**src/rtl/spfc_regs.svh**
```systemverilog
/*
  Register offsets, field positions, reset values and bit-rate counts
  of the serial port control block.
  Assumes an APB slave with 32-bit data and byte addresses.
*/
`ifndef SPFC_REGS_SVH
`define SPFC_REGS_SVH

// byte offsets
`define SPFC_OFS_CTRL   8'h00
`define SPFC_OFS_AUX    8'h04
`define SPFC_OFS_SLAVE_ADDRESS  8'h08
`define SPFC_OFS_SMASK  8'h0C
`define SPFC_OFS_DATA   8'h10
`define SPFC_OFS_DIV    8'h14
`define SPFC_OFS_IST    8'h18
`define SPFC_OFS_ICLR   8'h1C
`define SPFC_OFS_IEN    8'h20

// serial_control fields
`define SPFC_SC_MSH     7
`define SPFC_SC_MSL     6
`define SPFC_SC_FILT    5
`define SPFC_SC_REN     4
`define SPFC_SC_TB8     3
`define SPFC_SC_RB8     2
`define SPFC_SC_TI      1
`define SPFC_SC_RI      0

// aux fields
`define SPFC_AUX_FES    0
`define SPFC_AUX_X6     1
`define SPFC_AUX_DBL    2

// event bits of status, clear and enable
`define SPFC_EV_RX      0
`define SPFC_EV_TX      1
`define SPFC_EV_FE      2

// reset values
`define SPFC_RST_DIV    16'h0010

// bit periods in mclk cycles (mclk is the oscillator)
`define SPFC_M0_SLOW    16'h000C
`define SPFC_M0_FAST    16'h0006
`define SPFC_M2_SLOW    16'h0040
`define SPFC_M2_FAST    16'h0020

`endif

```
**src/rtl/spfc_pkg.sv**
```systemverilog
/*
  Types of the serial port control block: bus carriers, engine states
  and the packed state record.
  Assumes nothing beyond the register header.
*/
package spfc_pkg;

  typedef struct packed {
    logic        psel;
    logic        penable;
    logic        pwrite;
    logic [7:0]  paddr;
    logic [31:0] pwdata;
  } spfc_apb_req_t;

  typedef struct packed {
    logic [31:0] prdata;
    logic        pready;
    logic        pslverr;
  } spfc_apb_rsp_t;

  typedef enum logic [0:0] {TX_IDLE, TX_RUN} spfc_tx_st_t;
  typedef enum logic [1:0] {RX_IDLE, RX_START, RX_BITS, RX_SHIFT}
    spfc_rx_st_t;

  typedef struct packed {
    logic [7:0]  ctrl;
    logic        fe;
    logic [2:0]  aux;
    logic [7:0]  slave_address;
    logic [7:0]  smask;
    logic [15:0] div;
    logic [7:0]  rxbuf;
    logic [2:0]  sts;
    logic [2:0]  ien;
    logic [31:0] prdata;
    logic        rdy;
    logic        err;
    spfc_tx_st_t tx_st;
    logic [15:0] tx_cnt;
    logic [3:0]  tx_idx;
    logic [3:0]  tx_last;
    logic [10:0] tx_sh;
    spfc_rx_st_t rx_st;
    logic [15:0] rx_cnt;
    logic [3:0]  rx_idx;
    logic [9:0]  rx_sh;
    logic [2:0]  sy;
    logic        rxf;
    logic        rxp;
    logic        txd;
    logic        rxd_o;
    logic        rxd_oe_n;
  } spfc_state_t;

endpackage

```
**src/rtl/spfc_serial_port.sv**
```systemverilog
/*
  Serial port control block: mode select, shift-register and UART
  engines, multiprocessor address filter, completion flags and an
  APB register slave with a level interrupt.
  Assumes mclk is the oscillator clock, rxd_i is asynchronous and the
  rxd pad is resolved outside from rxd_o and rxd_oe_n.
*/
// The register offsets and the APB interface to the registers are this design's own decisions.
`timescale 1ns/1ps
`include "spfc_regs.svh"

module spfc_serial_port (
  // clock and reset
  input  wire logic                   mclk,
  input  wire logic                   nrst,
  // register bus
  input  wire spfc_pkg::spfc_apb_req_t apb_req,
  output spfc_pkg::spfc_apb_rsp_t      apb_rsp,
  // serial pins
  output logic                        txd,
  input  wire logic                   rxd_i,
  output logic                        rxd_o,
  output logic                        rxd_oe_n,
  // interrupts
  output logic                        irq,
  output logic                        serial_req
);

  spfc_pkg::spfc_state_t q;
  spfc_pkg::spfc_state_t n;

  logic [1:0]  mode;
  logic        nine;
  logic [15:0] per;
  logic [15:0] half;
  logic        setup;
  logic        acc;
  logic        wr;
  logic [7:0]  wb;
  logic        tx_go;
  logic [9:0]  nsh;
  logic [7:0]  rx_byte;
  logic        match;
  logic        given_hit;
  logic        bcast_hit;
  logic [31:0] rd_val;
  logic        rd_err;

  assign mode = {q.ctrl[`SPFC_SC_MSH], q.ctrl[`SPFC_SC_MSL]};
  assign nine = mode[1];

  // bit period for the current mode
  always_comb
  begin
    unique case (mode)
      2'b00:   per = q.aux[`SPFC_AUX_X6] ? `SPFC_M0_FAST
                                         : `SPFC_M0_SLOW;
      2'b10:   per = q.aux[`SPFC_AUX_DBL] ? `SPFC_M2_FAST
                                          : `SPFC_M2_SLOW;
      default: per = (q.div == 16'h0000) ? 16'h0001 : q.div;
    endcase
  end

  assign half = (per[15:1] == 15'h0000) ? 16'h0001 : {1'b0, per[15:1]};

  assign setup = apb_req.psel & ~apb_req.penable;
  assign acc   = apb_req.psel & apb_req.penable & q.rdy;
  assign wr    = acc & apb_req.pwrite;
  assign wb    = apb_req.pwdata[7:0];
  assign tx_go = wr & (apb_req.paddr == `SPFC_OFS_DATA)
               & (q.tx_st == spfc_pkg::TX_IDLE)
               & (q.rx_st != spfc_pkg::RX_SHIFT);

  // received frame as it stands after the current sample
  assign nsh     = {q.rxf, q.rx_sh[9:1]};
  assign rx_byte = nine ? nsh[7:0] : nsh[8:1];

  assign given_hit = ((rx_byte ^ q.slave_address) & q.smask) == 8'h00;
  assign bcast_hit = ((~rx_byte) & (q.slave_address | q.smask)) == 8'h00;
  assign match     = given_hit | bcast_hit;

  // read mux, sampled in the setup phase
  always_comb
  begin
    rd_val = 32'h0000_0000;
    rd_err = 1'b0;
    unique case (apb_req.paddr)
      `SPFC_OFS_CTRL:
        rd_val[7:0] = {q.aux[`SPFC_AUX_FES] ? q.fe
                                             : q.ctrl[`SPFC_SC_MSH],
                       q.ctrl[6:0]};
      `SPFC_OFS_AUX:   rd_val[2:0]  = q.aux;
      `SPFC_OFS_SLAVE_ADDRESS: rd_val[7:0]  = q.slave_address;
      `SPFC_OFS_SMASK: rd_val[7:0]  = q.smask;
      `SPFC_OFS_DATA:  rd_val[7:0]  = q.rxbuf;
      `SPFC_OFS_DIV:   rd_val[15:0] = q.div;
      `SPFC_OFS_IST:   rd_val[2:0]  = q.sts;
      `SPFC_OFS_ICLR:  rd_val       = 32'h0000_0000;
      `SPFC_OFS_IEN:   rd_val[2:0]  = q.ien;
      default:         rd_err       = 1'b1;
    endcase
  end

  always_comb
  begin
    n = q;

    // bus answer: one wait-free access phase
    n.rdy = setup;
    if (setup)
    begin
      n.prdata = rd_val;
      n.err    = rd_err;
    end

    // software writes first, so hardware sets below win
    if (wr)
    begin
      unique case (apb_req.paddr)
        `SPFC_OFS_CTRL:
        begin
          n.ctrl[6:0] = wb[6:0];
          if (q.aux[`SPFC_AUX_FES])
            n.fe = wb[7];
          else
            n.ctrl[`SPFC_SC_MSH] = wb[7];
        end
        `SPFC_OFS_AUX:   n.aux   = wb[2:0];
        `SPFC_OFS_SLAVE_ADDRESS: n.slave_address = wb;
        `SPFC_OFS_SMASK: n.smask = wb;
        `SPFC_OFS_DIV:   n.div   = apb_req.pwdata[15:0];
        `SPFC_OFS_ICLR:  n.sts   = q.sts & ~wb[2:0];
        `SPFC_OFS_IEN:   n.ien   = wb[2:0];
        default:         n.err   = q.err;
      endcase
    end

    // input synchroniser: change counts when stages two and three agree
    n.sy  = {q.sy[1:0], rxd_i};
    n.rxp = q.rxf;
    if (q.sy[1] == q.sy[2])
      n.rxf = q.sy[2];

    // transmit engine
    if (tx_go)
    begin
      n.tx_st  = spfc_pkg::TX_RUN;
      n.tx_cnt = per;
      n.tx_idx = 4'h0;
      if (mode == 2'b00)
      begin
        n.tx_sh    = {3'b111, wb};
        n.tx_last  = 4'h8;
        n.rxd_o    = wb[0];
        n.rxd_oe_n = 1'b0;
        n.txd      = 1'b0;
      end
      else
      begin
        n.tx_sh   = {1'b1, nine ? q.ctrl[`SPFC_SC_TB8] : 1'b1,
                     wb, 1'b0};
        n.tx_last = nine ? 4'hA : 4'h9;
        n.txd     = 1'b0;
      end
    end
    else if (q.tx_st == spfc_pkg::TX_RUN)
    begin
      if (q.tx_cnt != 16'h0001)
        n.tx_cnt = q.tx_cnt - 16'h0001;
      else
      begin
        n.tx_cnt = per;
        n.tx_idx = q.tx_idx + 4'h1;
        n.tx_sh  = {1'b1, q.tx_sh[10:1]};
        if (mode == 2'b00)
        begin
          n.rxd_o = q.tx_sh[1];
          if (q.tx_idx + 4'h1 == q.tx_last)
          begin
            n.tx_st                = spfc_pkg::TX_IDLE;
            n.rxd_oe_n             = 1'b1;
            n.ctrl[`SPFC_SC_TI]    = 1'b1;
            n.sts[`SPFC_EV_TX]     = 1'b1;
          end
        end
        else if (q.tx_idx == q.tx_last)
          n.tx_st = spfc_pkg::TX_IDLE;
        else if (q.tx_idx + 4'h1 == q.tx_last)
        begin
          n.ctrl[`SPFC_SC_TI] = 1'b1;
          n.sts[`SPFC_EV_TX]  = 1'b1;
        end
      end
      if (mode == 2'b00)
        n.txd = (n.tx_st == spfc_pkg::TX_IDLE) | (n.tx_cnt <= half);
      else
        n.txd = n.tx_sh[0];
    end

    // receive engine
    if (!q.ctrl[`SPFC_SC_REN] && (q.rx_st != spfc_pkg::RX_IDLE))
    begin
      n.rx_st = spfc_pkg::RX_IDLE;
      if (q.rx_st == spfc_pkg::RX_SHIFT)
        n.txd = 1'b1;
    end
    else
    begin
      unique case (q.rx_st)
        spfc_pkg::RX_IDLE:
        begin
          if (q.ctrl[`SPFC_SC_REN])
          begin
            if (mode == 2'b00)
            begin
              if (!q.ctrl[`SPFC_SC_RI] && !tx_go
                  && (q.tx_st == spfc_pkg::TX_IDLE))
              begin
                n.rx_st  = spfc_pkg::RX_SHIFT;
                n.rx_cnt = per;
                n.rx_idx = 4'h0;
                n.txd    = 1'b0;
              end
            end
            else if (q.rxp && !q.rxf)
            begin
              n.rx_st  = spfc_pkg::RX_START;
              n.rx_cnt = half;
            end
          end
        end
        spfc_pkg::RX_START:
        begin
          if (q.rx_cnt != 16'h0001)
            n.rx_cnt = q.rx_cnt - 16'h0001;
          else if (!q.rxf)
          begin
            n.rx_st  = spfc_pkg::RX_BITS;
            n.rx_cnt = per;
            n.rx_idx = 4'h0;
          end
          else
            n.rx_st = spfc_pkg::RX_IDLE;
        end
        spfc_pkg::RX_BITS:
        begin
          if (q.rx_cnt != 16'h0001)
            n.rx_cnt = q.rx_cnt - 16'h0001;
          else
          begin
            n.rx_cnt = per;
            n.rx_idx = q.rx_idx + 4'h1;
            n.rx_sh  = nsh;
            // this sample is the middle of the stop bit
            if (q.rx_idx == (nine ? 4'h9 : 4'h8))
            begin
              n.rx_st = spfc_pkg::RX_IDLE;
              if (!nsh[9])
              begin
                n.fe               = 1'b1;
                n.sts[`SPFC_EV_FE] = 1'b1;
              end
              if (!q.ctrl[`SPFC_SC_RI]
                  && (!q.ctrl[`SPFC_SC_FILT]
                      || (nine ? (nsh[8] && match)
                               : (nsh[9] && match))))
              begin
                n.rxbuf               = rx_byte;
                n.ctrl[`SPFC_SC_RB8]  = nine ? nsh[8] : nsh[9];
                n.ctrl[`SPFC_SC_RI]   = 1'b1;
                n.sts[`SPFC_EV_RX]    = 1'b1;
              end
            end
          end
        end
        spfc_pkg::RX_SHIFT:
        begin
          if (q.rx_cnt != 16'h0001)
            n.rx_cnt = q.rx_cnt - 16'h0001;
          else
          begin
            n.rx_cnt = per;
            n.rx_idx = q.rx_idx + 4'h1;
            n.rx_sh  = nsh;
            if (q.rx_idx == 4'h7)
            begin
              n.rx_st             = spfc_pkg::RX_IDLE;
              n.rxbuf             = nsh[9:2];
              n.ctrl[`SPFC_SC_RI] = 1'b1;
              n.sts[`SPFC_EV_RX]  = 1'b1;
            end
          end
          n.txd = (n.rx_st == spfc_pkg::RX_IDLE) | (n.rx_cnt <= half);
        end
      endcase
    end
  end

  always_ff @(posedge mclk)
  begin
    if (!nrst)
    begin
      q          <= '0;
      q.div      <= `SPFC_RST_DIV;
      q.sy       <= 3'b111;
      q.rxf      <= 1'b1;
      q.rxp      <= 1'b1;
      q.txd      <= 1'b1;
      q.rxd_o    <= 1'b1;
      q.rxd_oe_n <= 1'b1;
    end
    else
      q <= n;
  end

  assign apb_rsp.prdata  = q.prdata;
  assign apb_rsp.pready  = q.rdy & apb_req.penable;
  assign apb_rsp.pslverr = q.err & q.rdy & apb_req.penable;

  assign txd        = q.txd;
  assign rxd_o      = q.rxd_o;
  assign rxd_oe_n   = q.rxd_oe_n;
  assign serial_req = q.ctrl[`SPFC_SC_RI] | q.ctrl[`SPFC_SC_TI];
  assign irq        = |(q.sts & q.ien);

endmodule

```
**config.mk**
```make
export PLATFORM = sky130hd
export DESIGN_NAME = spfc_serial_port
export DESIGN_NICKNAME = d
export VERILOG_FILES = /design/src/rtl/spfc_pkg.sv /design/src/rtl/spfc_serial_port.sv
export VERILOG_INCLUDE_DIRS = /design/src /design/src/rtl
export SDC_FILE = /design/constraint.sdc
export NUM_CORES = 1
export LEC_CHECK = 0
export ABC_AREA = 1
export BUFFER_PORTS_ARGS = -buffer_cell sky130_fd_sc_hd__buf_4
export CAP_MARGIN = 15
export CORE_MARGIN = 5
export CORE_UTILIZATION = 50
export DETAILED_ROUTE_END_ITERATION = 6
export PLACE_DENSITY_LB_ADDON = 0.1
export SLEW_MARGIN = 20
export SYNTH_ARGS = -nofsm -noshare
export SYNTH_HDL_FRONTEND = slang
export SYNTH_SLANG_ARGS = --single-unit
```
**constraint.sdc**
```tcl
create_clock -name mclk -period 3.22 [get_ports mclk]
set_input_delay 0.322 -clock mclk [delete_from_list [all_inputs] [get_ports mclk]]
set_output_delay 0.322 -clock mclk [all_outputs]
set_load 0.02 [all_outputs]
```
# After elaboration in Yosys (flattened, before gate mapping)
# Cells that the tools add are included.
[totals]
reg_bits = 152
input_bits = 46
output_inout_bits = 39
word_cells = 269
[op_classes]
add_sub_neg = 4
order_cmp = 2
n_eq_ne = 35
mux = 121
bitwise = 30
reduce_logical = 47
[op_table]
columns = ["cell", "count"]
rows = [
  ["$mux W16", 9],
  ["$pmux W22 S4", 1],
  ["$mux W8", 7],
  ["$mux W1", 54],
  ["$mux W22", 2],
  ["$mux W21", 2],
  ["$mux W39", 1],
  ["$mux W18", 2],
  ["$mux W11", 3],
  ["$eq A8 B5 Y1 const B", 4],
  ["$le A16 B15 Y1", 2],
  ["$ne A16 B1 Y1 const B", 2],
  ["$pmux W16 S2", 1],
  ["$sub A16 B1 Y16 const B", 2],
  ["$mux W2", 15],
  ["$pmux W5 S5", 1],
  ["$logic_not A8 Y1", 3],
  ["$ne A2 B2 Y1 const B", 12],
  ["$pmux W3 S8", 1],
  ["$mux W20", 1],
  ["$mux W4", 5],
  ["$mux W9", 2],
  ["$and A8 B8 Y8", 2],
  ["$eq A8 B4 Y1 const B", 2],
  ["43 further kinds", 103],
]

# Logic depth before layout (Yosys ltp)
[logic_depth]
word_depth = 17
depth_mapped = 23
mapped_depth_nobuf = 22

# Least setup slack after synthesis
# No wires, ideal clock.
[synth_path]
path_kind = "register to register"
startpoint = "reg q[24] (netlist name)"
endpoint = "reg txd (netlist name)"
setup_time_ns = 0.058
arrival_time_ns = 2.523
required_ns = 3.162
setup_slack_ns = 0.639
path_stages_with_launch = 22
path_buffers = 0
synth_period_minus_slack_ns = 2.581
path_cell_list = "dfxtp_1 > nor2_1 > nand4_1 > nor2_1 > nand2_1 > o31ai_1 > nand3_1 > o21ai_0 > inv_1 > ha_1 > a21oi_1 > o21ai_0 > a21oi_1 > nor2_1 > o21ai_0 > nor3b_1 > nand2_1 > nand2_1 > nand2_1 > nand2_1 > nand2_1 > nand2_1"
[synth_via]
elab_chain_len = 8
word_cells_on_any_way = 13
classes_between = "add/sub (1); order compare (1); eq/ne (1); mux (8); bitwise (1); reduce/logical (1)"
[synth_rtl]
columns = ["element", "line", "source"]
rows = [
  ["start: declaration", "spfc_serial_port.sv:29", "spfc_pkg::spfc_state_t q;"],
  ["start signal: assignment", "spfc_serial_port.sv:313", "q <= n;"],
  ["$sub A16 B1 Y16 or $ne A16 B1 Y1 (tied branches)", "spfc_serial_port.sv:279, spfc_serial_port.sv:278", ""],
  ["$mux W16 or $mux W2 (tied branches)", "spfc_serial_port.sv:278", "if (q.rx_cnt != 16'h0001)"],
  ["$mux W16 or $mux W2 (tied branches)", "spfc_serial_port.sv:209", "unique case (q.rx_st)"],
  ["$mux W16 or $mux W2 (tied branches)", "spfc_serial_port.sv:201", "if (!q.ctrl[`SPFC_SC_REN] && (q.rx_st != spfc_pkg::RX_IDLE))"],
  ["$le A16 B15 Y1 or $logic_not A2 Y1 (tied branches)", "spfc_serial_port.sv:293", "n.txd = (n.rx_st == spfc_pkg::RX_IDLE) | (n.rx_cnt <= half);"],
  ["$or A1 B1 Y1 (*)", "spfc_serial_port.sv:293", ""],
  ["$pmux W1 S2 (*)", "spfc_serial_port.sv:209", ""],
  ["$mux W1 (*)", "spfc_serial_port.sv:201", ""],
]
# Every way passes the cells marked *; elsewhere a longest branch is shown, timed or not. The select of a mux whose other input is x is not followed.
# A chain may end at the register's enable or synchronous reset.

# Worst setup path in the final report
[layout_path]
startpoint = "reg q[23] (netlist name)"
endpoint = "reg txd (netlist name)"
[layout_via]
elab_chain_len = 8
word_cells_on_any_way = 13
classes_between = "add/sub (1); order compare (1); eq/ne (1); mux (8); bitwise (1); reduce/logical (1)"
[layout_rtl]
columns = ["element", "line"]
rows = [
  ["$sub A16 B1 Y16 or $ne A16 B1 Y1 (tied branches)", "spfc_serial_port.sv:279, spfc_serial_port.sv:278"],
  ["$mux W16 or $mux W2 (tied branches)", "spfc_serial_port.sv:278"],
  ["$mux W16 or $mux W2 (tied branches)", "spfc_serial_port.sv:209"],
  ["$mux W16 or $mux W2 (tied branches)", "spfc_serial_port.sv:201"],
  ["$le A16 B15 Y1 or $logic_not A2 Y1 (tied branches)", "spfc_serial_port.sv:293"],
  ["$or A1 B1 Y1 (*)", "spfc_serial_port.sv:293"],
  ["$pmux W1 S2 (*)", "spfc_serial_port.sv:209"],
  ["$mux W1 (*)", "spfc_serial_port.sv:201"],
]
# Marked as above.

==> qor.txt <==
Crit path max fanout - 4
Ys flop type - dfxtp_1
Global-route wire length before repair - 45.51 mm
Nets - 1536
Number of maximum-capacitance violations - 0
Clock slew seen by the registers of the worst setup and hold paths - 70 ps
Worst hold slack - 72.08 ps
Via-per-instance ratio - 5.576
Routed WL per cell - 16.93 um
Layout cells sized above 1 - 0.1201
Max VDD drop - 354.9 uV
Clk buf depth - 2
Cell Area, Synth - 9503 sq um
Tightest Pin Transition - 724.7 ps
DR WL met2 - 13.55 mm
Unique cell type count in the Yosys netlist - 60
Die ar. - 21860 sq um
Num rows - 50
Die Wd - 147.9 um
Static leakage - 4.608 nW
Final WL - 28.77 mm
DRC viols - 0
Initial antenna violation count - 0
Clk sinks - 150
Total global-route track usage - 0.2590
Status - finished clean
Worst slew margin - 0.5161
Grt ovf - 0
Clk Tree Root Cell - clkbuf_16
Metal-1 WL - 12.83 mm
DR vias - 9473
CP arrival - 3310 ps
Placer Congestion - 0.9843
Final Hold Fails - 0
Period minus WS final - 2931 ps
Register area share after synthesis - 0.3160
Peak Freq - 0.3412 GHz
Initial drt markers - 768
Design Area, Final - 10630 sq um
Top Layer Used - met4
Critical Path RT - 3600 ps
PortBufs - 52
Syn avg cell area - 6.725 sq um
# IOs - 85
Async SR Flop Fraction - 0
# setup viols final - 0
Num CTS Buffers - 17
YS warnings - 0
CTS Hold Bufs - 0
Startpoint Class - flip-flop
CTS tree - yes
EDFF count, synth - 0
Post-Syn Instances - 1413
Crit Path Class - reg -> reg
Hold/Removal Path Class - in -> reg
Initial DRT Pass Iterations - 5
Metal3 WL - 1.622 mm
Largest net degree at the start of global routing - 49
Number of global-route vias before repair - 8756
Core area - 18710 sq um
Antenna Nets Post-Route - 0
Area grow syn2layout - 11.85%
Element type at the critical path end - flip-flop
Post-route worst setup slack - 289.4 ps
Slew Limit Fails - 0
Number of synthesized register bits - 150
Clock Skew - 14.59 ps
Die Y - 147.9 um
Worst-Skew Late Latency - 440 ps
H-Tree Depth - 4
HPWL Detailed - 21.66 mm
Power per standard cell area - 532.7 nW/um^2
Post-DP Area - 10020 sq um
# diodes - 0
Period utilization - 0.9101
Setup Slack @ Placement - 227.2 ps
Initial Util - 0.5080
[synthesized netlist by cell type, types with 13 or more instances]
library cell	number	area, sq um
a211oi_1	20	150.1
a21oi_1	118	590.6
a31oi_1	25	156.4
buf_4	33	247.7
clkbuf_1	38	142.6
dfxtp_1	150	3003
ha_1	38	475.5
inv_1	156	585.6
nand2_1	284	1066
nand3_1	59	295.3
nand4_1	25	156.4
nor2_1	170	638.1
nor3_1	13	65.06
nor4_1	13	81.33
o21ai_0	110	550.5
o22ai_1	18	112.6
xor2_1	18	157.7
[cell families (layout without fill, tap and decap cells)]
family          Yosys count  after routing  share of synthesized area
flops                   150            150                     0.3160
buf+inv                 247            284                     0.1164
compound gates          351            351                     0.2158
simple gates            598            598                     0.2756
xor+xnor                 28             28                    0.02581
fa+ha+maj                38             38                    0.05003
other cells               1             16                  0.0003946
[final cells by class]
type,count,area [sq um]
multi-input combinational,1031,5499
timing repair buffer,87,653.1
fill,1855,8077
clock inverter,15,135.1
inverter,165,619.3
tap,234,292.8
clock buffer,17,425.4
sequential,150,3004
[report_power, final]
group	internal, mW	switching, mW	leakage, nW	total (mW)
combinational	0.657	1.04	3.12	1.69
clock	1.02	0.935	0.276	1.95
sequential	1.93	0.0867	1.21	2.01
total	3.60	2.06	4.61	5.66
[worst max-delay path, stage by stage, from the launching register on]
cell and delay, ps:
dfxtp_1 330, inv_1 120, ha_4 160, nand4_1 160, nor3_2 300, xor2_1 190
nand2_1 60, o21ai_0 100, inv_1 70, ha_1 300, nand2_1 60, o21ai_0 80
a21oi_1 140, nor2_1 50, o21ai_0 160, nor3b_2 190, nand2_1 70, nand2_1 110
nand2_1 70, nand2_1 50, nand2_1 50, nand2_1 50
[placed cells by master (no fill, tap or decap), drive strengths merged, types with 2 or more instances in the layout]
| master | netlist | layout |
|---|---|---|
| buf | 44 | 87 |
| nand4 | 25 | 25 |
| xnor2 | 10 | 10 |
| a221oi | 8 | 8 |
| o21bai | 3 | 3 |
| o21ai | 123 | 123 |
| o31ai | 8 | 8 |
| or2 | 10 | 10 |
| nand3 | 60 | 60 |
| nor4 | 15 | 15 |
| nor2 | 172 | 172 |
| xor2 | 18 | 18 |
| nor3 | 15 | 15 |
| nor3b | 3 | 3 |
| a21oi | 126 | 126 |
| nand2 | 293 | 293 |
| dfxtp | 150 | 150 |
| a211oi | 20 | 20 |
| o2111ai | 2 | 2 |
| nand3b | 3 | 3 |
| a21boi | 3 | 3 |
| clkinv | 5 | 10 |
| ha | 38 | 38 |
| conb | 1 | 16 |
| inv | 160 | 169 |
| o22ai | 18 | 18 |
| clkbuf | 38 | 17 |
| a2bb2oi | 2 | 2 |
| o211ai | 7 | 7 |
| a31oi | 25 | 25 |
[path summary, 6_finish.rpt]
path | to | cells past startpoint | slack, ps | startpoint
worst max-delay path | txd | 21 | 290 | q[23]
worst min-delay path | n[6] | 2 | 70 | rxd_i
worst max register to register | txd | 21 | 290 | q[23]
worst min register to register | n[7] | 1 | 410 | n[6]
[metal layers]
layer / global-route usage / vias to the layer above
met5: 0 / -
met4: 0.08868 / 0
met3: 0.04353 / 51
met2: 0.4308 / 251
met1: 0.3418 / 4402
li1: - / 4769
[per-stage QoR]
| stage | std cells | util | TNS [ps] | power, mW |
|---|---|---|---|---|
| 4_1_cts | 1698 | 0.5656 | 0 | 5.613 |
| 6_report | 1699 | 0.5682 | 0 | 5.662 |
| 5_1_grt | 1699 | 0.5682 | -10.00 | 5.997 |
| 3_3_place_gp | 1666 | 0.5357 | 0 | 3.655 |
| 2_1_floorplan | 1428 | - | 0 | 3.289 |
| 3_5_place_dp | 1666 | 0.5357 | 0 | 3.668 |
[repair_timing]
item | 4_1_cts | 5_1_grt
setup buffers | 0 | 1
setup endpoints to repair | 0 | 1
resized for setup | 0 | 15
[sequential cells by signal, summed over array words and instances, names as in the netlist]
name / count
mode: 2
apb_rsp: 16
n: 3
nsh: 9
rxd_o: 1
q: 117
txd: 1
rxd_oe_n: 1
(Power assumes the default switching activity.)
